<file path="config.mk">
export PLATFORM = sky130hd
export DESIGN_NAME = boot_source_select
export DESIGN_NICKNAME = d
export VERILOG_FILES = /design/src/boot_select_pkg.sv /design/src/boot_source_select.sv /design/src/bypass_hold.sv
export VERILOG_INCLUDE_DIRS = /design/src
export SDC_FILE = /design/constraint.sdc
export NUM_CORES = 1
export LEC_CHECK = 0
export BUFFER_PORTS_ARGS = -buffer_cell sky130_fd_sc_hd__buf_4
export CAP_MARGIN = 20
export CORE_MARGIN = 2
export CORE_UTILIZATION = 38
export CTS_CLUSTER_DIAMETER = 100
export DETAILED_ROUTE_END_ITERATION = 7
export PLACE_DENSITY_LB_ADDON = 0.15
export RECOVER_POWER = 50
export SLEW_MARGIN = 20
export SYNTH_ARGS = -nofsm -noshare
export SYNTH_HDL_FRONTEND = slang
export SYNTH_HIERARCHICAL = 1
export SYNTH_SLANG_ARGS = --single-unit
</file>
<file path="constraint.sdc">
create_clock -name clk -period 1.5 [get_ports clk]
set_input_delay 0.15 -clock clk [delete_from_list [all_inputs] [get_ports clk]]
set_output_delay 0.15 -clock clk [all_outputs]
set_load 0.02 [all_outputs]
</file>
<file path="src/boot_select_defines.svh">
// constants for the boot source selector
`ifndef BOOT_SELECT_DEFINES_SVH
`define BOOT_SELECT_DEFINES_SVH

//----------------------------------------------------------------------
// addresses
//----------------------------------------------------------------------
`define RESET_FETCH_ADDR   24'h000000
`define ROM_RELOC_BASE     24'hff0000
`define SRAM_BASE          24'h000000
`define SRAM_LAST          24'h00ffff

//----------------------------------------------------------------------
// init settings
//----------------------------------------------------------------------
`define MEM_CE_SIZE_MB     4'h2
`define EXT_MOVE_STRETCH_MAX 3'h7
`define SERIAL_MODE_ASYNC1 2'h1
`define CE_ALL_ON          4'hf

//----------------------------------------------------------------------
// timing
//----------------------------------------------------------------------
`define INIT_CYCLES        8'h04
`define SYNC_WAIT_CYCLES   8'h02

`endif

</file>
<file path="src/boot_select_pkg.sv">
// types for the boot source selector
package boot_select_pkg;

   //-------------------------------------------------------------------
   // boot path chosen after reset
   //-------------------------------------------------------------------
   typedef enum logic [2:0] {
      path_none     = 3'b000,
      path_external = 3'b001,
      path_loader   = 3'b010,
      path_network_boot  = 3'b011,
      path_search   = 3'b100
   } boot_path_t;

   //-------------------------------------------------------------------
   // sequencer states
   //-------------------------------------------------------------------
   typedef enum logic [2:0] {
      st_decide   = 3'b000,
      st_init     = 3'b001,
      st_loader   = 3'b010,
      st_network_boot  = 3'b011,
      st_run      = 3'b100
   } boot_state_t;

endpackage

</file>
<file path="src/boot_source_select.sv">
// boot source selection and ROM init configuration record
`timescale 1ns/1ps
`default_nettype none
`include "boot_select_defines.svh"

module boot_source_select
#(
   parameter logic [7:0] INIT_LEN = `INIT_CYCLES
)
(
   // clock and resets
   input  wire logic               clk,
   input  wire logic               reset_n,
   input  wire logic               por_n,
   // pins
   input  wire logic               external_access_pin,
   input  wire logic               loader_strap_pin,
   input  wire logic               network_boot_strap_pin,
   // bypass bit write
   input  wire logic               bypass_wr,
   input  wire logic               bypass_wr_data,
   // progress from firmware
   input  wire logic               banner_sent,
   input  wire logic               network_boot_done,
   // fetch selection
   output logic [23:0]             fetch_addr,
   output logic                    fetch_from_rom,
   output logic                    rom_visible,
   output logic                    rom_bypass_bit,
   output boot_select_pkg::boot_path_t boot_path,
   output logic                    init_done,
   // serial loader
   output logic                    loader_listen,
   output logic                    loader_ready,
   // network boot
   output logic                    network_boot_active,
   output logic                    clock_doubler_en,
   // memory configuration
   output logic                    addr24_en,
   output logic [23:0]             rom_base,
   output logic [3:0]              memory_chip_enables,
   output logic [3:0]              mem_ce_size_mb,
   output logic [3:0]              peripheral_chip_enables,
   output logic [3:0]              upper_chip_enables,
   output logic                    merged_mem,
   output logic                    xram_relocated,
   output logic [23:0]             sram_base,
   output logic [23:0]             sram_last,
   output logic                    ext_stack_en,
   output logic [2:0]              external_data_move_stretch,
   output logic [1:0]              serial_mode
);

   import boot_select_pkg::*;

   //-------------------------------------------------------------------
   // parameter check
   //-------------------------------------------------------------------
   // a zero length would make the init count wrap around
   if (INIT_LEN == 8'h00)
   begin : g_bad_init
      $error("INIT_LEN must be at least one");
   end

   //-------------------------------------------------------------------
   // pin synchronisers
   //-------------------------------------------------------------------
   logic [2:0] pin_raw;
   logic [2:0] pin_meta_reg;
   logic [2:0] pin_sync_reg;
   logic       access_s;
   logic       loader_s;
   logic       network_boot_s;

   // pins gathered so that one loop builds every synchroniser
   assign pin_raw = {network_boot_strap_pin, loader_strap_pin,
                     external_access_pin};

   // two flops per pin; only the second stage is read; every stage resets
   // high, and nothing is decided before real samples arrive
   for (genvar i = 0; i < $bits(pin_raw); i++)
   begin : g_sync
      always_ff @(posedge clk or negedge reset_n)
      begin
         if (!reset_n)
         begin
            pin_meta_reg[i] <= 1'b1;
            pin_sync_reg[i] <= 1'b1;
         end
         else
         begin
            pin_meta_reg[i] <= pin_raw[i];
            pin_sync_reg[i] <= pin_meta_reg[i];
         end
      end
   end

   assign access_s  = pin_sync_reg[0];
   assign loader_s  = pin_sync_reg[1];
   assign network_boot_s = pin_sync_reg[2];

   //-------------------------------------------------------------------
   // bypass bit, cleared by power-on only
   //-------------------------------------------------------------------
   bypass_hold u_bypass
   (
      .clk            (clk),
      .por_n          (por_n),
      .wr_en          (bypass_wr),
      .wr_data        (bypass_wr_data),
      .rom_bypass_bit (rom_bypass_bit)
   );

   //-------------------------------------------------------------------
   // boot sequencer
   //-------------------------------------------------------------------
   boot_state_t state_reg;
   boot_state_t state_next;
   boot_path_t  path_reg;
   boot_path_t  path_next;
   logic [7:0]  wait_reg;
   logic [7:0]  wait_next;
   logic        rom_reg;
   logic        rom_next;
   logic        dbl_reg;
   logic        dbl_next;
   logic        ready_reg;
   logic        ready_next;
   logic        cfg_reg;
   logic        cfg_next;

   // wait for the synchronisers to fill before reading the pins
   localparam logic [7:0] SYNC_WAIT = `SYNC_WAIT_CYCLES;

   // decision tree; straps read once, in order, then held
   always_comb
   begin
      state_next = state_reg;
      path_next  = path_reg;
      wait_next  = wait_reg;
      rom_next   = rom_reg;
      dbl_next   = dbl_reg;
      ready_next = ready_reg;
      unique case (state_reg)
         st_decide:
         begin
            if (wait_reg != SYNC_WAIT)
            begin
               wait_next = wait_reg + 8'h01;
            end
            else if (!access_s)
            begin
               // ROM stays hidden regardless of the bypass bit
               rom_next   = 1'b0;
               path_next  = path_external;
               state_next = st_run;
            end
            else if (rom_bypass_bit)
            begin
               rom_next   = 1'b0;
               path_next  = path_external;
               state_next = st_run;
            end
            else
            begin
               rom_next   = 1'b1;
               wait_next  = 8'h00;
               state_next = st_init;
            end
         end
         st_init:
         begin
            if (wait_reg != INIT_LEN - 8'h01)
            begin
               wait_next = wait_reg + 8'h01;
            end
            else if (loader_s)
            begin
               path_next  = path_loader;
               state_next = st_loader;
            end
            else if (!network_boot_s)
            begin
               path_next  = path_network_boot;
               state_next = st_network_boot;
            end
            else
            begin
               path_next  = path_search;
               state_next = st_run;
            end
         end
         st_loader:
         begin
            // commands only accepted once the banner is out
            if (banner_sent)
            begin
               ready_next = 1'b1;
            end
         end
         st_network_boot:
         begin
            if (network_boot_done)
            begin
               dbl_next   = 1'b1;
               state_next = st_run;
            end
         end
         st_run:
         begin
            // path and init settings stay put until the next reset
            state_next = st_run;
         end
         default:
         begin
            // illegal code: start the decision over
            state_next = st_decide;
         end
      endcase
      // init results show only once the ROM path has left init
      cfg_next = rom_next && (state_next != st_init)
                 && (state_next != st_decide);
   end

   // registered sequencer state
   always_ff @(posedge clk or negedge reset_n)
   begin
      if (!reset_n)
      begin
         state_reg <= st_decide;
         path_reg  <= path_none;
         wait_reg  <= 8'h00;
         rom_reg   <= 1'b0;
         dbl_reg   <= 1'b0;
         ready_reg <= 1'b0;
         cfg_reg   <= 1'b0;
      end
      else
      begin
         state_reg <= state_next;
         path_reg  <= path_next;
         wait_reg  <= wait_next;
         rom_reg   <= rom_next;
         dbl_reg   <= dbl_next;
         ready_reg <= ready_next;
         cfg_reg   <= cfg_next;
      end
   end

   //-------------------------------------------------------------------
   // output helpers
   //-------------------------------------------------------------------
   // chip-enable fields read as zero until the ROM init has set them
   function automatic logic [3:0] gate4
   (
      input logic       on,
      input logic [3:0] value
   );
      begin
         gate4 = on ? value : 4'h0;
      end
   endfunction

   //-------------------------------------------------------------------
   // outputs
   //-------------------------------------------------------------------
   logic rom_cfg;

   // registered flag, so the memory map does not hang off a state
   // decode; configuration only applies once the ROM path ran init
   assign rom_cfg = cfg_reg;

   // every reset restarts fetch at the bottom of the space
   assign fetch_addr     = `RESET_FETCH_ADDR;
   assign fetch_from_rom = rom_reg;
   assign rom_visible    = rom_reg && access_s;
   assign boot_path      = path_reg;
   assign init_done      = rom_cfg;

   assign loader_listen    = (state_reg == st_loader);
   assign loader_ready     = ready_reg;
   assign network_boot_active   = (state_reg == st_network_boot);
   assign clock_doubler_en = dbl_reg && !network_boot_active;

   // memory map produced by the ROM init
   assign addr24_en  = rom_cfg;
   assign rom_base   = rom_cfg ? `ROM_RELOC_BASE : 24'h000000;
   assign memory_chip_enables     = gate4(rom_cfg, `CE_ALL_ON);
   assign mem_ce_size_mb          = gate4(rom_cfg, `MEM_CE_SIZE_MB);
   assign peripheral_chip_enables = gate4(rom_cfg, `CE_ALL_ON);
   assign upper_chip_enables      = gate4(rom_cfg, `CE_ALL_ON);
   assign merged_mem     = rom_cfg;
   assign xram_relocated = rom_cfg;
   // SRAM window is fixed; the merged flag says when it applies
   assign sram_base = `SRAM_BASE;
   assign sram_last = `SRAM_LAST;
   assign ext_stack_en = rom_cfg;
   assign external_data_move_stretch =
      rom_cfg ? `EXT_MOVE_STRETCH_MAX : 3'h0;
   assign serial_mode = rom_cfg ? `SERIAL_MODE_ASYNC1 : 2'h0;

endmodule // boot_source_select

`default_nettype wire

</file>
<file path="src/bypass_hold.sv">
// bypass bit storage that only a power-on reset clears
`timescale 1ns/1ps
`default_nettype none
`include "boot_select_defines.svh"

module bypass_hold
(
   // clock and power-on reset
   input  wire logic clk,
   input  wire logic por_n,
   // software write
   input  wire logic wr_en,
   input  wire logic wr_data,
   // stored value
   output logic      rom_bypass_bit
);

   logic bypass_reg;
   logic bypass_next;

   // next value from software write only
   always_comb
   begin
      bypass_next = bypass_reg;
      if (wr_en)
      begin
         bypass_next = wr_data;
      end
   end

   // other resets do not reach this flop, so the value survives them
   always_ff @(posedge clk or negedge por_n)
   begin
      if (!por_n)
      begin
         bypass_reg <= 1'b0;
      end
      else
      begin
         bypass_reg <= bypass_next;
      end
   end

   assign rom_bypass_bit = bypass_reg;

endmodule // bypass_hold

`default_nettype wire

</file>
After elaboration in Yosys (flattened, before gate mapping)
Cells that the tools add are included.
{ "totals": {"regBits": 25, "elab_cells": 67} }
{ "classes": {"n_addsub": 1, "n_eq_ne": 13, "muxes": 27, "n_reduce_logical": 12} }
{ "op_table": {"columns": ["op", "n"], "rows": [
  ["two-way mux 3 bit", 12],
  ["two-way mux 8 bit", 4],
  ["two-way mux 24 bit", 1],
  ["inequality test 8 x 2 -> 1 bit (second input constant)", 2],
  ["one-hot mux 8 bit (2 select lines)", 1],
  ["one-hot mux 3 bit (5 select lines)", 1],
  ["adder 8 x 1 -> 8 bit (second input constant)", 1],
  ["AND reduction 4 bit", 2],
  ["equality test 3 x 2 -> 1 bit (second input constant)", 2],
  ["inequality test 2 bit (second input constant)", 3],
  ["inequality test 3 bit (second input constant)", 2],
  ["one-hot mux 3 bit (2 select lines)", 1],
  ["two-way mux 1 bit", 5],
  ["logical AND 1 bit", 4],
  ["two-way mux 4 bit", 1],
  ["AND reduction 2 bit", 2],
  ["equality test 3 x 1 -> 1 bit (second input constant)", 1],
  ["equality test 3 bit (second input constant)", 1],
  ["zero test 3 bit", 1],
  ["inequality test 3 x 1 -> 1 bit (second input constant)", 1],
  ["inequality test 3 x 2 -> 1 bit (second input constant)", 1],
  ["nonzero test 3 bit", 1],
  ["two-way mux 2 bit", 1],
  ["nonzero test 2 bit", 1],
  ["zero test 1 bit", 1]
]} }

Logic depth before layout (Yosys ltp)
{ "depth": {"word_depth": 7, "ltp_mapped": 6, "mapped_depth_nobuf": 6} }

By module
The synthesis kept the hierarchy.
{ "by_module_without_submodules": {"columns": ["module", "n_inst", "cells_each", "area_each_um2", "seq_area_each_um2"], "rows": [
  ["boot_source_select", 1, 225, 2050.7, 608.1],
  ["bypass_hold", 1, 2, 40.0, 25.0]
]} }

Worst setup path after synthesis
Ideal clock, no wire load.
{ "synth_path": {"path_kind": "reg-to-reg", "startpoint": "register wait_reg[0]", "endpoint": "register wait_reg[1]", "setup_time_ns": 0.125, "arrival_ns": 1.493, "t_required_ns": 1.375, "path_slack_ns": -0.118, "stages_incl_launch_ff": 7, "path_buffers": 0, "synth_period_minus_slack_ns": 1.618, "path_cell_list": "dfrtp_1 inv_1 ha_1 nor2b_1 a22o_1 a21oi_2 mux2_2"} }
{ "synth_between": {"elab_chain_cells": 3} }
{ "synth_rtl": {"columns": ["item", "line", "text"], "rows": [
  ["start, declared", "boot_source_select.sv:121", "logic [7:0] wait_reg;"],
  ["start signal, assigned", "boot_source_select.sv:242", "wait_reg <= wait_next;"],
  ["adder 8 x 1 -> 8 bit (tied with other cells)", "boot_source_select.sv:149, boot_source_select.sv:175", null],
  ["two-way mux 8 bit (tied with other cells)", "boot_source_select.sv:173", "if (wait_reg != INIT_LEN - 8'h01)"],
  ["one-hot mux 8 bit (2 select lines) or AND reduction 4 bit (tied branches)", null, null]
]} }
Parallel ways exist; a longest one is shown, timed or not. The select of a mux whose other input is x is not followed.
A chain may end at the register's enable or synchronous reset.

Worst setup path after layout
Ends and elaborated chain as after synthesis.

==> impl_metrics.py <==
metrics = {
    "status": {
        "status": "finished with violations",
        "failed_checks": "negative setup slack",
    },
    "placement": {
        "io_buffers": 49,
        "post-place-cells": 339,
        "place_congestion": 0.761,
        "place_ws_ns": -0.182,
        "dp_hpwl_um": 2630,
    },
    "timing": {
        "period_minus_slack_ns": 1.63,
        "finalSetupTns_ns": -0.810,
        "period_share_pct": 108,
        "timing.fmax_ghz": 0.615,
        "finalMaxSlewViolations": 0,
        "worst_pin_slew_ns": 0.593,
        "fin_skew_ns": 0.00928,
        "setup_slack_ns": -0.126,
        "rsz0062_at_grt": "true",
        "setup_viol": 12,
        "slew_headroom_pct": 60.5,
        "hold_violations": 0,
    },
    "die": {
        "coreArea_mm2": 0.00541,
        "start_util_pct": 38.7,
        "rows": 27,
        "die_area_mm2": 0.00611,
        "io-pin-count": 142,
        "die_y_um": 78.2,
        "die_w_um": 78.2,
    },
    "route": {
        "drc": 0,
        "first_pass_iters": 4,
        "num_vias": 1311,
        "routed_via_density": 3.66,
        "drtIter0Drc": 58,
        "wl_per_cell_um": 9.58,
        "routed_wl_um": 3430,
        "ant_nets": 0,
    },
    "clock_network": {
        "cts_buffers": 3,
        "cts_tree": "done",
        "clockBufferDepth": 2,
        "cts_root_buf": "clkbuf_8",
        "cts.clk_slew.worst_paths_ns": 0.10,
        "worstSkewPairLatency_ns": 0.27,
        "clkSinkCount": 25,
        "htree_levels": 1,
    },
    "logic_synthesis": {
        "synth_top_cell_area_share_pct": 43.8,
        "synthArstFlopShare_pct": 100,
        "yosysTopAreaCell": "buf_4",
        "ys_ff_latch": 25,
        "synth_cell_types": 41,
        "synth_edf_count": 0,
        "syn_area_per_cell_um2": 9.21,
        "synth_warnings": 6,
        "synth_ff_type": "dfrtp_1",
        "synth_area_mm2": 0.00209,
        "postSynthCellCount": 227,
        "ys_seq_area_share_pct": 30.3,
        "synth_area_leaders": "buf_4, dfrtp_1, dfstp_2",
    },
    "finish": {
        "final_cells": 358,
        "area_delta_synth_final_pct": 17.7,
        "final.fill_count": 556,
        "nets": 299,
        "layout_commonest_cell": "conb_1",
        "multi_input_area_um2": 982,
        "layout-drive-gt1-share_pct": 41.6,
        "antenna_cells": 0,
        "largest_reg_flops": 8,
        "most-common-layout-cells": "conb_1, buf_4, dfrtp_1, nor2_1",
        "regArea_um2": 636,
    },
    "power_and_ir_drop": {
        "power_mw": 3.60,
        "p_leak_nw": 1.29,
        "peakVddDrop_uv": 807,
        "p_per_area_mw_per_mm2": 1460,
    },
    "worst_setup_path": {
        "crit_required_ns": 1.65,
        "critPathArrivalTime_ns": 1.78,
        "crit_path_start_kind": "register",
        "cp_max_fo": 4,
        "crit_type": "register to register",
        "crit_path_end_kind": "register",
    },
    "global_route": {
        "grt_antenna_before_repair": 0,
        "grt.overflow.total": 0,
        "grt_first_pass_wirelength_um": 5400,
        "grt_util_all_layers_pct": 10.8,
        "first_global_vias": 1142,
        "grt_max_degree": 31,
    },
    "job": {
        "maxCapViolCount": 0,
    },
    "hold_path": {
        "hold_class": "input port to register",
    },
}
-- metrics by stage --
stage | utilization (%) | instance area, um2 | hold slack (ns)
6_report | 45.5 | 2460 | 0.0691
5_1_grt | 45.5 | 2460 | 0.0610
4_1_cts | 43.8 | 2370 | 0.0598
3_5_place_dp | 40.2 | 2170 | -0.0729
3_3_place_gp | 40.2 | 2170 | -0.0729
2_1_floorplan | - | 2460 | -0.146
-- metal layers --
layer	track usage, %	share of wire (%)
met2	19.8	54
met5	0	0
met4	1.58	0.35
met1	13.1	40
met3	2.41	5.9
-- path summary, 6_finish.rpt --
path / start / endpoint / slack [ns] / cells past startpoint
min in group asynchronous: por_n / u_bypass/rom_bypass_bit / 0.19 / 2
hold reg to reg: pin_meta_reg[0] / access_s / 0.36 / 0
setup reg to reg: wait_reg[0] / wait_reg[1] / -0.13 / 6
setup / recovery: wait_reg[0] / wait_reg[1] / -0.13 / 6
max in group asynchronous: reset_n / wait_reg[1] / 0.67 / 2
hold / removal: banner_sent / loader_ready / 0.07 / 2
-- synth_stat cells (all sizes together), types with 4 or more instances --
cell,count
buf,124
nand2,6
nor2b,6
nand4,5
nor2,7
dfrtp,19
mux2,4
dfstp,6
xnor2,4
and2,4
inv,7
-- layout make-up --
| class | instances | area share, % |
|---|---|---|
| Clock inverter | 1 | 0.305 |
| Sequential cell | 25 | 25.8 |
| Clock buffer | 3 | 1.68 |
| Inverter | 7 | 1.07 |
| Timing Repair Buffer | 89 | 27.6 |
| Tap cell | 72 | 3.66 |
| Multi-Input combinational cell | 161 | 39.9 |
-- power by group --
part | switching (mW) | internal, mW
clock | 0.222 | 0.188
combinational | 1.40 | 0.939
sequential | 0.0825 | 0.777
total | 1.70 | 1.90
-- kinds of logic after synthesis --
family          count (synthesis)  synth area share, %
other cells                     2                0.359
buf+inv                       131                 45.5
mux                             5                 2.81
xor+xnor                        4                 1.68
compound gates                 17                 6.22
simple gates                   41                 11.9
flops                          25                 30.3
fa+ha+maj                       2                 1.20
-- critical path: stages (launching register included) --
cell and delay [ns]:
dfrtp_1 0.43, inv_2 0.07, ha_4 0.16, nor2b_4 0.13, a22o_4 0.25, a21oi_4 0.17, mux2_4 0.31
-- repair_timing --
action	CTS	global route
hold buffers	5	0
resized for setup	17	14
cloned	0	0
hold endpoints to repair	22	0
endpoints found under the setup margin	14	17
buffers inserted	3	7
pin swaps	9	9
Note: power is estimated with default switching activity, not from simulation.
